[src/shared/rcs_pkg.sv]
package rcs_pkg;

  // Register indices; the byte address is four times the index.
  localparam logic [11:0] IDX_BOCTL  = 12'h18D;
  localparam logic [11:0] IDX_CAUSE0 = 12'h18E;
  localparam logic [11:0] IDX_CAUSE1 = 12'h18F;
  localparam logic [11:0] IDX_STAT   = 12'h190;

  // Register select codes used by the address decoder.
  localparam logic [2:0] SEL_NONE   = 3'h0;
  localparam logic [2:0] SEL_BOCTL  = 3'h1;
  localparam logic [2:0] SEL_CAUSE0 = 3'h2;
  localparam logic [2:0] SEL_CAUSE1 = 3'h3;
  localparam logic [2:0] SEL_STAT   = 3'h4;

  // Field positions.
  localparam int B_SOVF = 7;
  localparam int B_SUNF = 6;
  localparam int B_WDT  = 4;
  localparam int B_PIN  = 3;
  localparam int B_INS  = 2;
  localparam int B_POR  = 1;
  localparam int B_BOR  = 0;
  localparam int B_EXEC = 1;
  localparam int B_SBOR = 7;
  localparam int B_RDY  = 0;
  localparam int B_TO   = 4;
  localparam int B_PD   = 3;

  // Cause register values.
  localparam logic [7:0] CAUSE0_MASK = 8'hDF;
  localparam logic [7:0] CAUSE0_RST  = 8'h1D;
  localparam logic [7:0] CAUSE0_BASE = 8'h1C;

  // Brown-out modes.
  localparam logic [1:0] BMODE_OFF = 2'h0;
  localparam logic [1:0] BMODE_SW  = 2'h1;
  localparam logic [1:0] BMODE_NSL = 2'h2;
  localparam logic [1:0] BMODE_ON  = 2'h3;

  // Program space and sequencing.
  localparam logic [14:0] PROG_WORDS   = 15'h4000;
  localparam logic [14:0] PROT_BASE    = 15'h3F80;
  localparam logic [14:0] RESET_VEC    = 15'h0000;
  localparam logic [14:0] IRQ_VEC      = 15'h0004;
  localparam logic [3:0]  RST_HOLD_CYC = 4'hA;

  // Bus responses.
  localparam logic [1:0] RESP_OK  = 2'h0;
  localparam logic [1:0] RESP_ERR = 2'h2;

  typedef struct packed {
    logic        awvalid;
    logic [15:0] awaddr;
    logic        wvalid;
    logic [31:0] wdata;
    logic [3:0]  wstrb;
    logic        bready;
    logic        arvalid;
    logic [15:0] araddr;
    logic        rready;
  } rcs_axi_req_type;

  typedef struct packed {
    logic        awready;
    logic        wready;
    logic        bvalid;
    logic [1:0]  bresp;
    logic        arready;
    logic        rvalid;
    logic [31:0] rdata;
    logic [1:0]  rresp;
  } rcs_axi_rsp_type;

  typedef struct packed {
    logic por;
    logic bor;
    logic wdt_timeout;
    logic wdt_wake;
    logic irq_wake;
    logic reset_instr;
    logic stack_over;
    logic stack_under;
  } rcs_evt_type;

  typedef enum logic [3:0] {
    C_NONE, C_POR, C_BOR, C_PIN, C_PINS, C_EXEC, C_WDT,
    C_INSTR, C_SOVF, C_SUNF, C_WWAKE, C_IWAKE
  } rcs_cause_type;

endpackage : rcs_pkg

[src/hw/rcs_top.sv]
`timescale 1ns/1ps
// Overview of operation
// - Fetch outside program or protected area resets.
// - Violation clears exec flag until firmware sets.
// - Only flags of actual cause change, except on power-on, brown-out and awake pin reset.
// - Software may clear flags; hardware clears them too.
// - Software may set flags; no reset follows.
// - Resets load program counter with zero.
// - Power-on sets status bits and flag pattern.
// - Power-on or brown-out clears stack flags.
// - Pin reset clears pin flag; sets exec when awake.
// - Pin reset in sleep updates status bits.
// - Watchdog reset clears watchdog flag and TO bit.
// - Watchdog wake clears status, continues next.
// - Interrupt wake continues next or vectors.
// - Reset instruction clears its own flag.
// - Enabled stack overflow sets overflow flag.
// - Enabled stack underflow sets underflow flag.
// - Stack flags set high; others cleared low.
// - Soft enable readable; acts only in mode 01.
// - Ready reads one when detector enabled and ready.
// - Only mode 01 hands control to software.
// - Exec flag is bit 1; rest zero.
module rcs_top (
  // Clock and reset.
  input  wire logic                clk_sys,
  input  wire logic                rst_n,
  // Register bus.
  input  rcs_pkg::rcs_axi_req_type axi_req,
  output rcs_pkg::rcs_axi_rsp_type axi_rsp,
  // Reset events and core state.
  input  rcs_pkg::rcs_evt_type     evt,
  input  wire logic                external_reset_pin_n,
  input  wire logic                sleeping,
  input  wire logic                global_irq_enable,
  input  wire logic                stack_fault_reset_enable,
  input  wire logic [14:0]         pc_current,
  // Instruction fetch watch.
  input  wire logic                fetch_valid,
  input  wire logic [14:0]         fetch_addr,
  input  wire logic                protected_flash_area_en,
  // Brown-out detector.
  input  wire logic [1:0]          brownout_mode_cfg,
  input  wire logic                bor_detector_ready,
  output logic                     bor_detect_enable,
  // Core control.
  output logic                     core_reset,
  output logic                     pc_load_valid,
  output logic [14:0]              pc_load_value,
  output logic                     ret_push,
  output logic [14:0]              ret_addr
);
  import rcs_pkg::*;

  typedef enum logic {ST_RUN, ST_HOLD} rcs_state_type;

  // Maps a byte address to a register select code.
  function automatic logic [2:0] reg_sel(input logic [15:0] a);
    logic [2:0] s;
    s = SEL_NONE;
    if (a[1:0] == 2'h0)
    begin
      if (a[13:2] == IDX_BOCTL)  s = SEL_BOCTL;
      if (a[13:2] == IDX_CAUSE0) s = SEL_CAUSE0;
      if (a[13:2] == IDX_CAUSE1) s = SEL_CAUSE1;
      if (a[13:2] == IDX_STAT)   s = SEL_STAT;
    end
    if (a[15:14] != 2'h0) s = SEL_NONE;
    return s;
  endfunction : reg_sel

  rcs_state_type state_reg;
  rcs_cause_type cause;
  logic          is_reset;
  logic [3:0]    cnt_reg;
  logic          core_reset_reg;
  logic          pc_load_valid_reg;
  logic [14:0]   pc_load_value_reg;
  logic          ret_push_reg;
  logic [14:0]   ret_addr_reg;
  logic          pin_s1_reg;
  logic          pin_s2_reg;
  logic          pin_s3_reg;
  logic          rdy_s1_reg;
  logic          rdy_s2_reg;
  logic          mem_viol;
  logic [14:0]   pc_plus1;
  logic [7:0]    cause0_reg;
  logic [7:0]    cause0_wr;
  logic [7:0]    cause0_next;
  logic          exec_reg;
  logic          exec_wr;
  logic          exec_next;
  logic          sbor_reg;
  logic          sbor_next;
  logic          to_reg;
  logic          to_next;
  logic          pd_reg;
  logic          pd_next;
  logic          bor_on;
  logic          bor_en_reg;
  logic          rdy_reg;
  logic          awready_reg;
  logic          wready_reg;
  logic          bvalid_reg;
  logic [1:0]    bresp_reg;
  logic          arready_reg;
  logic          rvalid_reg;
  logic [31:0]   rdata_reg;
  logic [1:0]    rresp_reg;
  logic [15:0]   awaddr_reg;
  logic [31:0]   wdata_reg;
  logic          wstrb0_reg;
  logic          wr_fire;
  logic [2:0]    wsel;
  logic [2:0]    rsel;
  logic [31:0]   rd_data;

  // Outputs come straight from registers.
  assign core_reset        = core_reset_reg;
  assign pc_load_valid     = pc_load_valid_reg;
  assign pc_load_value     = pc_load_value_reg;
  assign ret_push          = ret_push_reg;
  assign ret_addr          = ret_addr_reg;
  assign bor_detect_enable = bor_en_reg;
  assign axi_rsp.awready   = awready_reg;
  assign axi_rsp.wready    = wready_reg;
  assign axi_rsp.bvalid    = bvalid_reg;
  assign axi_rsp.bresp     = bresp_reg;
  assign axi_rsp.arready   = arready_reg;
  assign axi_rsp.rvalid    = rvalid_reg;
  assign axi_rsp.rdata     = rdata_reg;
  assign axi_rsp.rresp     = rresp_reg;

  // Synchronises the reset pin and the detector ready level.
  always_ff @(posedge clk_sys)
  begin
    if (!rst_n)
    begin
      pin_s1_reg <= 1'b1;
      pin_s2_reg <= 1'b1;
      pin_s3_reg <= 1'b1;
      rdy_s1_reg <= 1'b0;
      rdy_s2_reg <= 1'b0;
    end
    else
    begin
      pin_s1_reg <= external_reset_pin_n;
      pin_s2_reg <= pin_s1_reg;
      pin_s3_reg <= pin_s2_reg;
      rdy_s1_reg <= bor_detector_ready;
      rdy_s2_reg <= rdy_s1_reg;
    end
  end

  // Flags a fetch from outside the valid execution area.
  assign mem_viol = fetch_valid && (fetch_addr >= PROG_WORDS ||
                    (protected_flash_area_en && fetch_addr >= PROT_BASE));
  // Wakes continue, or return from the interrupt vector, at the instruction after the current one.
  assign pc_plus1 = pc_current + 15'h1;

  // Picks the single cause handled this cycle, highest first.
  always_comb
  begin
    cause = C_NONE;
    if (evt.por)
      cause = C_POR;
    else if (evt.bor)
      cause = C_BOR;
    else if (pin_s3_reg && !pin_s2_reg)
      cause = sleeping ? C_PINS : C_PIN;
    else if (state_reg == ST_RUN && mem_viol)
      cause = C_EXEC;
    else if (evt.wdt_timeout)
      cause = C_WDT;
    else if (evt.reset_instr)
      cause = C_INSTR;
    else if (evt.stack_over && stack_fault_reset_enable)
      cause = C_SOVF;
    else if (evt.stack_under && stack_fault_reset_enable)
      cause = C_SUNF;
    else if (state_reg == ST_RUN && sleeping && evt.wdt_wake)
      cause = C_WWAKE;
    else if (state_reg == ST_RUN && sleeping && evt.irq_wake)
      cause = C_IWAKE;
  end

  assign is_reset = !(cause inside {C_NONE, C_WWAKE, C_IWAKE});

  // Software write values; a hardware cause below overrides them.
  assign wr_fire   = !awready_reg && !wready_reg && !bvalid_reg;
  assign wsel      = reg_sel(awaddr_reg);
  assign cause0_wr = (wr_fire && wstrb0_reg && wsel == SEL_CAUSE0) ?
                     (wdata_reg[7:0] & CAUSE0_MASK) : cause0_reg;
  assign exec_wr   = (wr_fire && wstrb0_reg && wsel == SEL_CAUSE1) ?
                     wdata_reg[B_EXEC] : exec_reg;

  // Applies the flag pattern of the cause; other bits keep their value.
  always_comb
  begin
    cause0_next = cause0_wr;
    exec_next   = exec_wr;
    to_next     = to_reg;
    pd_next     = pd_reg;
    sbor_next   = (wr_fire && wstrb0_reg && wsel == SEL_BOCTL) ?
                  wdata_reg[B_SBOR] : sbor_reg;
    case (cause)
      C_POR:
      begin
        cause0_next = CAUSE0_BASE | (cause0_wr & 8'h01);
        exec_next   = 1'b1;
        to_next     = 1'b1;
        pd_next     = 1'b1;
        sbor_next   = 1'b1;
      end
      C_BOR:
      begin
        cause0_next = CAUSE0_BASE | (cause0_wr & 8'h02);
        to_next     = 1'b1;
        pd_next     = 1'b1;
        sbor_next   = 1'b1;
      end
      C_PIN:
      begin
        cause0_next[B_PIN] = 1'b0;
        exec_next          = 1'b1;
      end
      C_PINS:
      begin
        cause0_next[B_PIN] = 1'b0;
        to_next            = 1'b1;
        pd_next            = 1'b0;
      end
      C_EXEC: exec_next = 1'b0;
      C_WDT:
      begin
        cause0_next[B_WDT] = 1'b0;
        to_next            = 1'b0;
      end
      C_INSTR: cause0_next[B_INS] = 1'b0;
      C_SOVF:  cause0_next[B_SOVF] = 1'b1;
      C_SUNF:  cause0_next[B_SUNF] = 1'b1;
      C_WWAKE:
      begin
        to_next = 1'b0;
        pd_next = 1'b0;
      end
      C_IWAKE:
      begin
        to_next = 1'b1;
        pd_next = 1'b0;
      end
      default: ;
    endcase
  end

  // Stores the flags in the same edge that starts the reset hold.
  always_ff @(posedge clk_sys)
  begin
    if (!rst_n)
    begin
      cause0_reg <= CAUSE0_RST;
      exec_reg   <= 1'b1;
      to_reg     <= 1'b1;
      pd_reg     <= 1'b1;
      sbor_reg   <= 1'b1;
    end
    else
    begin
      cause0_reg <= cause0_next;
      exec_reg   <= exec_next;
      to_reg     <= to_next;
      pd_reg     <= pd_next;
      sbor_reg   <= sbor_next;
    end
  end

  // Holds the core in reset, then restarts it at the reset vector.
  always_ff @(posedge clk_sys)
  begin
    if (!rst_n)
    begin
      state_reg         <= ST_HOLD;
      cnt_reg           <= RST_HOLD_CYC;
      core_reset_reg    <= 1'b1;
      pc_load_valid_reg <= 1'b0;
      pc_load_value_reg <= RESET_VEC;
      ret_push_reg      <= 1'b0;
      ret_addr_reg      <= RESET_VEC;
    end
    else
    begin
      pc_load_valid_reg <= 1'b0;
      ret_push_reg      <= 1'b0;
      if (is_reset)
      begin
        state_reg      <= ST_HOLD;
        cnt_reg        <= RST_HOLD_CYC;
        core_reset_reg <= 1'b1;
      end
      else
        case (state_reg)
          ST_HOLD:
          begin
            cnt_reg <= cnt_reg - 4'h1;
            if (cnt_reg == 4'h1)
            begin
              state_reg         <= ST_RUN;
              core_reset_reg    <= 1'b0;
              pc_load_valid_reg <= 1'b1;
              pc_load_value_reg <= RESET_VEC;
            end
          end
          ST_RUN:
            if (cause == C_WWAKE || cause == C_IWAKE)
            begin
              pc_load_valid_reg <= 1'b1;
              pc_load_value_reg <= pc_plus1;
              if (cause == C_IWAKE && global_irq_enable)
              begin
                pc_load_value_reg <= IRQ_VEC;
                ret_push_reg      <= 1'b1;
                ret_addr_reg      <= pc_plus1;
              end
            end
          default: state_reg <= ST_RUN;
        endcase
    end
  end

  // Drives the detector enable from the mode and the soft enable.
  always_comb
  begin
    case (brownout_mode_cfg)
      BMODE_ON:  bor_on = 1'b1;
      BMODE_NSL: bor_on = !sleeping;
      BMODE_SW:  bor_on = sbor_reg;
      default:   bor_on = 1'b0;
    endcase
  end

  always_ff @(posedge clk_sys)
  begin
    if (!rst_n)
    begin
      bor_en_reg <= 1'b0;
      rdy_reg    <= 1'b0;
    end
    else
    begin
      bor_en_reg <= bor_on;
      rdy_reg    <= bor_en_reg && rdy_s2_reg;
    end
  end

  // Write channels: address and data are taken in either order.
  always_ff @(posedge clk_sys)
  begin
    if (!rst_n)
    begin
      awready_reg <= 1'b1;
      wready_reg  <= 1'b1;
      bvalid_reg  <= 1'b0;
      bresp_reg   <= RESP_OK;
      awaddr_reg  <= 16'h0000;
      wdata_reg   <= 32'h0000_0000;
      wstrb0_reg  <= 1'b0;
    end
    else
    begin
      if (awready_reg && axi_req.awvalid)
      begin
        awready_reg <= 1'b0;
        awaddr_reg  <= axi_req.awaddr;
      end
      if (wready_reg && axi_req.wvalid)
      begin
        wready_reg <= 1'b0;
        wdata_reg  <= axi_req.wdata;
        wstrb0_reg <= axi_req.wstrb[0];
      end
      if (wr_fire)
      begin
        bvalid_reg <= 1'b1;
        bresp_reg  <= (wsel == SEL_NONE) ? RESP_ERR : RESP_OK;
      end
      if (bvalid_reg && axi_req.bready)
      begin
        bvalid_reg  <= 1'b0;
        awready_reg <= 1'b1;
        wready_reg  <= 1'b1;
      end
    end
  end

  // Read data; unimplemented bits read as zero.
  assign rsel = reg_sel(axi_req.araddr);
  always_comb
  begin
    rd_data = 32'h0000_0000;
    case (rsel)
      SEL_BOCTL:
      begin
        rd_data[B_SBOR] = sbor_reg;
        rd_data[B_RDY]  = rdy_reg;
      end
      SEL_CAUSE0: rd_data[7:0] = cause0_reg;
      SEL_CAUSE1: rd_data[B_EXEC] = exec_reg;
      SEL_STAT:
      begin
        rd_data[B_TO] = to_reg;
        rd_data[B_PD] = pd_reg;
      end
      default: rd_data = 32'h0000_0000;
    endcase
  end

  // Read channel answers one cycle after the address is taken.
  always_ff @(posedge clk_sys)
  begin
    if (!rst_n)
    begin
      arready_reg <= 1'b1;
      rvalid_reg  <= 1'b0;
      rdata_reg   <= 32'h0000_0000;
      rresp_reg   <= RESP_OK;
    end
    else if (arready_reg && axi_req.arvalid)
    begin
      arready_reg <= 1'b0;
      rvalid_reg  <= 1'b1;
      rdata_reg   <= rd_data;
      rresp_reg   <= (rsel == SEL_NONE) ? RESP_ERR : RESP_OK;
    end
    else if (rvalid_reg && axi_req.rready)
    begin
      rvalid_reg  <= 1'b0;
      arready_reg <= 1'b1;
    end
  end
endmodule : rcs_top

[config.mk]
export PLATFORM = sky130hd
export DESIGN_NAME = rcs_top
export DESIGN_NICKNAME = d
export VERILOG_FILES = /design/src/shared/rcs_pkg.sv /design/src/hw/rcs_top.sv
export SDC_FILE = /design/constraint.sdc
export NUM_CORES = 1
export LEC_CHECK = 0
export ABC_AREA = 1
export BUFFER_PORTS_ARGS = -buffer_cell sky130_fd_sc_hd__buf_2
export CAP_MARGIN = 40
export CORE_MARGIN = 2
export CORE_UTILIZATION = 40
export DETAILED_ROUTE_END_ITERATION = 10
export PLACE_DENSITY = 0.69
export SKIP_LAST_GASP = 1
export SLEW_MARGIN = 20
export SYNTH_ARGS = -nofsm -noshare
export SYNTH_HDL_FRONTEND = slang
export SYNTH_SLANG_ARGS = --single-unit
[constraint.sdc]
create_clock -name clk_sys -period 2.7 [get_ports clk_sys]
set_input_delay 0.675 -clock clk_sys [delete_from_list [all_inputs] [get_ports clk_sys]]
set_output_delay 0.675 -clock clk_sys [all_outputs]
set_load 0.1 [all_outputs]
==> impl_metrics.yaml <==
clocking:
  post_cts_buffers: 0
  htreeDepth: 3
  clkSlewWorstSetupHoldPaths_ns: 0.06
  ctsResizeCount: 0
  tritoncts.num_buffers: 9
  clk_path_buf_depth: 2
  insertion_delay_ns: 0.34
  cts_root_buffer: "clkbuf_16"
  clock_sinks: 94
  hold_buffers: 0
  cts_tree: "yes"
floorplan:
  num_io_pins: 197
  dieArea_um2: 12600
  num_rows: 39
  die_w_um: 112
  initial_core_util_pct: 41.1
  die_h_um: 112
  core-area_um2: 11400
drt:
  drt-met1-wl_mm: 5.04
  wl_met3_um: 575
  wl_per_cell_um: 11.6
  dr_wl_met2_mm: 4.89
  vias: 4260
  top_layer_used: "met4"
  drtIter0Drc: 118
  drt_pass1_iterations: 4
  ant_nets: 0
  drc: 0
  finalWirelength_mm: 10.7
  via_per_inst: 4.65
sta:
  setup_viol: 0
  finalHoldViolations: 0
  tns_ns: 0
  skew_ns: 0.00860
  rsz0062_at_grt: "no"
  post-route-period-util_pct: 79.2
  min_period_ns: 2.14
  relSlewSlack_pct: 52.1
  tightestPinTransition_ns: 0.718
  drv_slew: 0
  max_freq_mhz: 468
power_and_ir_drop:
  pwr-share-seq_pct: 44.2
  power.density_nw_per_um2: 587
  netSwitchingPower_uw: 1000
  pwr-share-comb_pct: 17.6
  p_clk_share_pct: 38.2
  vdd_ir_drop_max_uv: 389
  sw_frac_of_total_pct: 30.2
  p_leak_uw: 0.00281
  p_int_uw: 2310
logic_synthesis:
  ys_top_cells_by_area: "dfxtp_1 40%, nand2_1 10%, inv_1 6.1%"
  ys.flop_type: "dfxtp_1"
  synth_seq_cells: 94
  synth_common_cells: "130 x nand2_1, 94 x dfxtp_1, 76 x inv_1"
  yosysTopAreaCell: "dfxtp_1"
  yosysMostFrequentCell: "nand2_1"
  synth_area_um2: 4690
  avgSynthCellArea_um2: 7.31
  syn_inst: 642
  yosysWarnings: 0
  synth_edf_count: 0
  yosysTopAreaCellShare_pct: 40.1
  async_reset_ff_share_pct: 0
  ys_seq_area_share_pct: 40.1
  ys_types: 43
critical_path:
  path_class: "input port to flip-flop"
  crit_arrival_ns: 2.40
  worst_path_dominant_cell_family: "simple AND/OR/NAND/NOR gates"
  worstPathCellList: "buf_2, o21ai_0, nand3_1, nand2_1, nand3_1, nand2_1, nand2_2, nor2_4, nand3_2, clkinv_2, o21ai_0, a21oi_1"
  reg2regPathDepth: 13
  start_kind: "input port"
  timing.critical_path.buf_inv: 2
  cp_slowest_cell: "clkinv_2"
  r2r_slack_ns: 0.73
  critPathRequiredTime_ns: 2.96
  cp_max_fo: 26
  regToRegStartpoint: "state_reg"
  slowest_delay_ns: 0.32
  reg2reg_to: "ret_addr[2]"
  endpoint_kind: "flip-flop"
  crit_start: "evt[0]"
outcome:
  status: "finished clean"
global_routing:
  antenna_found_initial: 0
  grt_first_pass_wirelength_mm: 17.9
  grtUsageTotal_pct: 17.3
  grt_overflow: 0
  grt_start_max_net_pins: 72
  grt_pass1_vias: 3813
place:
  gp_congestion: 0.875
  dp.cells: 901
  io_buffers: 134
  hpwl_mm: 8.01
run:
  max-cap-violations: 0
min_path:
  hold_end: "rdy_s2_reg"
  worstHoldPathCells: 2
  hp-start: "rdy_s1_reg"
  hold_class: "flip-flop to flip-flop"
finish:
  final_core_util_pct: 49.4
  post_route_cells_drive_above_1_share_pct: 26.9
  antenna_cells: 0
  area_delta_synth_final_pct: 20.2
  nets: 894
  largest_reg_flops: 16
  instances_no_fill: 917
power groups by stage:
stage          sequential, uW  clock (uW)  combinational (uW)
6_report                 1460        1270                 582
5_1_grt                  1470        1370                 634
4_1_cts                  1460        1300                 585
3_5_place_dp             1500           0                 583
3_3_place_gp             1490           0                 581
2_1_floorplan            1540           0                 442
layout make-up:
cell class / count / area, um2
clock buffer: 11 / 243
clock inverter: 5 / 58.8
fill: 1197 / 5780
inverter: 84 / 319
multi-input combinational: 439 / 2230
sequential: 94 / 1880
tap: 143 / 179
timing repair buffer: 141 / 723
worst max path at each step:
| stage | endpoint | slack [ns] | cells after the start |
|---|---|---|---|
| 2_1_floorplan | pc_load_value[13] | 0.71 | 13 |
| 3_3_place_gp | ret_addr[7] | 0.24 | 12 |
| 3_5_place_dp | ret_addr[5] | 0.17 | 12 |
| 4_1_cts | ret_addr[2] | 0.51 | 12 |
| 5_1_grt | ret_addr[3] | 0.28 | 12 |
| 6_report | ret_addr[2] | 0.56 | 12 |
worst reg2reg max path, cell delays in order, from the launching register on:
cell      delay, ns
dfxtp_1        0.46
nor2_2         0.09
nand2_1        0.07
nand2_1        0.04
nand2_1        0.05
nand2_1        0.04
nand2_1        0.07
nand2_2        0.08
nand2_2        0.10
nor2_4         0.06
nand3_2        0.08
clkinv_2       0.34
o21ai_0        0.29
a21oi_1        0.06
cells in the final DEF (no fill, tap or decap), types with 2 or more instances in the layout:
cell type	n
buf_2	134
nand2_1	130
dfxtp_1	94
inv_1	76
nor2_1	54
nand3_1	46
o21ai_0	45
a21oi_1	41
conb_1	27
nand4_1	15
nand3_2	13
xor2_1	11
a21oi_2	10
clkbuf_16	9
nand2_2	7
buf_4	7
o21ai_2	6
o211ai_1	6
nor3_1	5
inv_2	4
nand2_4	4
ha_1	3
clkinv_1	2
clkinv_2	2
or2_2	2
clkinvlp_4	2
layer usage:
metal	up-vias	global-route usage [%]
met1	1869	22.8
met5	-	0
met3	13	4.32
met4	0	4.31
met2	109	28.6
li1	2269	-
logic make-up after synthesis:
| group | share of synthesized area (%) |
|---|---|
| XOR/XNOR | 2.24 |
| AO/OA/AOI/OAI | 14.2 |
| AND/OR/NAND/NOR | 28.2 |
| flip-flops | 40.1 |
| buffers and inverters | 14.4 |
| other | 0.0799 |
| adder cells (fa/ha/maj) | 0.800 |
stage by stage:
step	total power [uW]	setup slack [ns]	cell area, um2	hold WS (ns)
2_1_floorplan	1990	0.715	4790	0.390
3_3_place_gp	2080	0.245	5340	0.401
3_5_place_dp	2080	0.172	5340	0.403
4_1_cts	3350	0.511	5640	0.413
5_1_grt	3480	0.283	5640	0.435
6_report	3310	0.562	5640	0.411
Note: power is estimated with default switching activity, not from simulation.
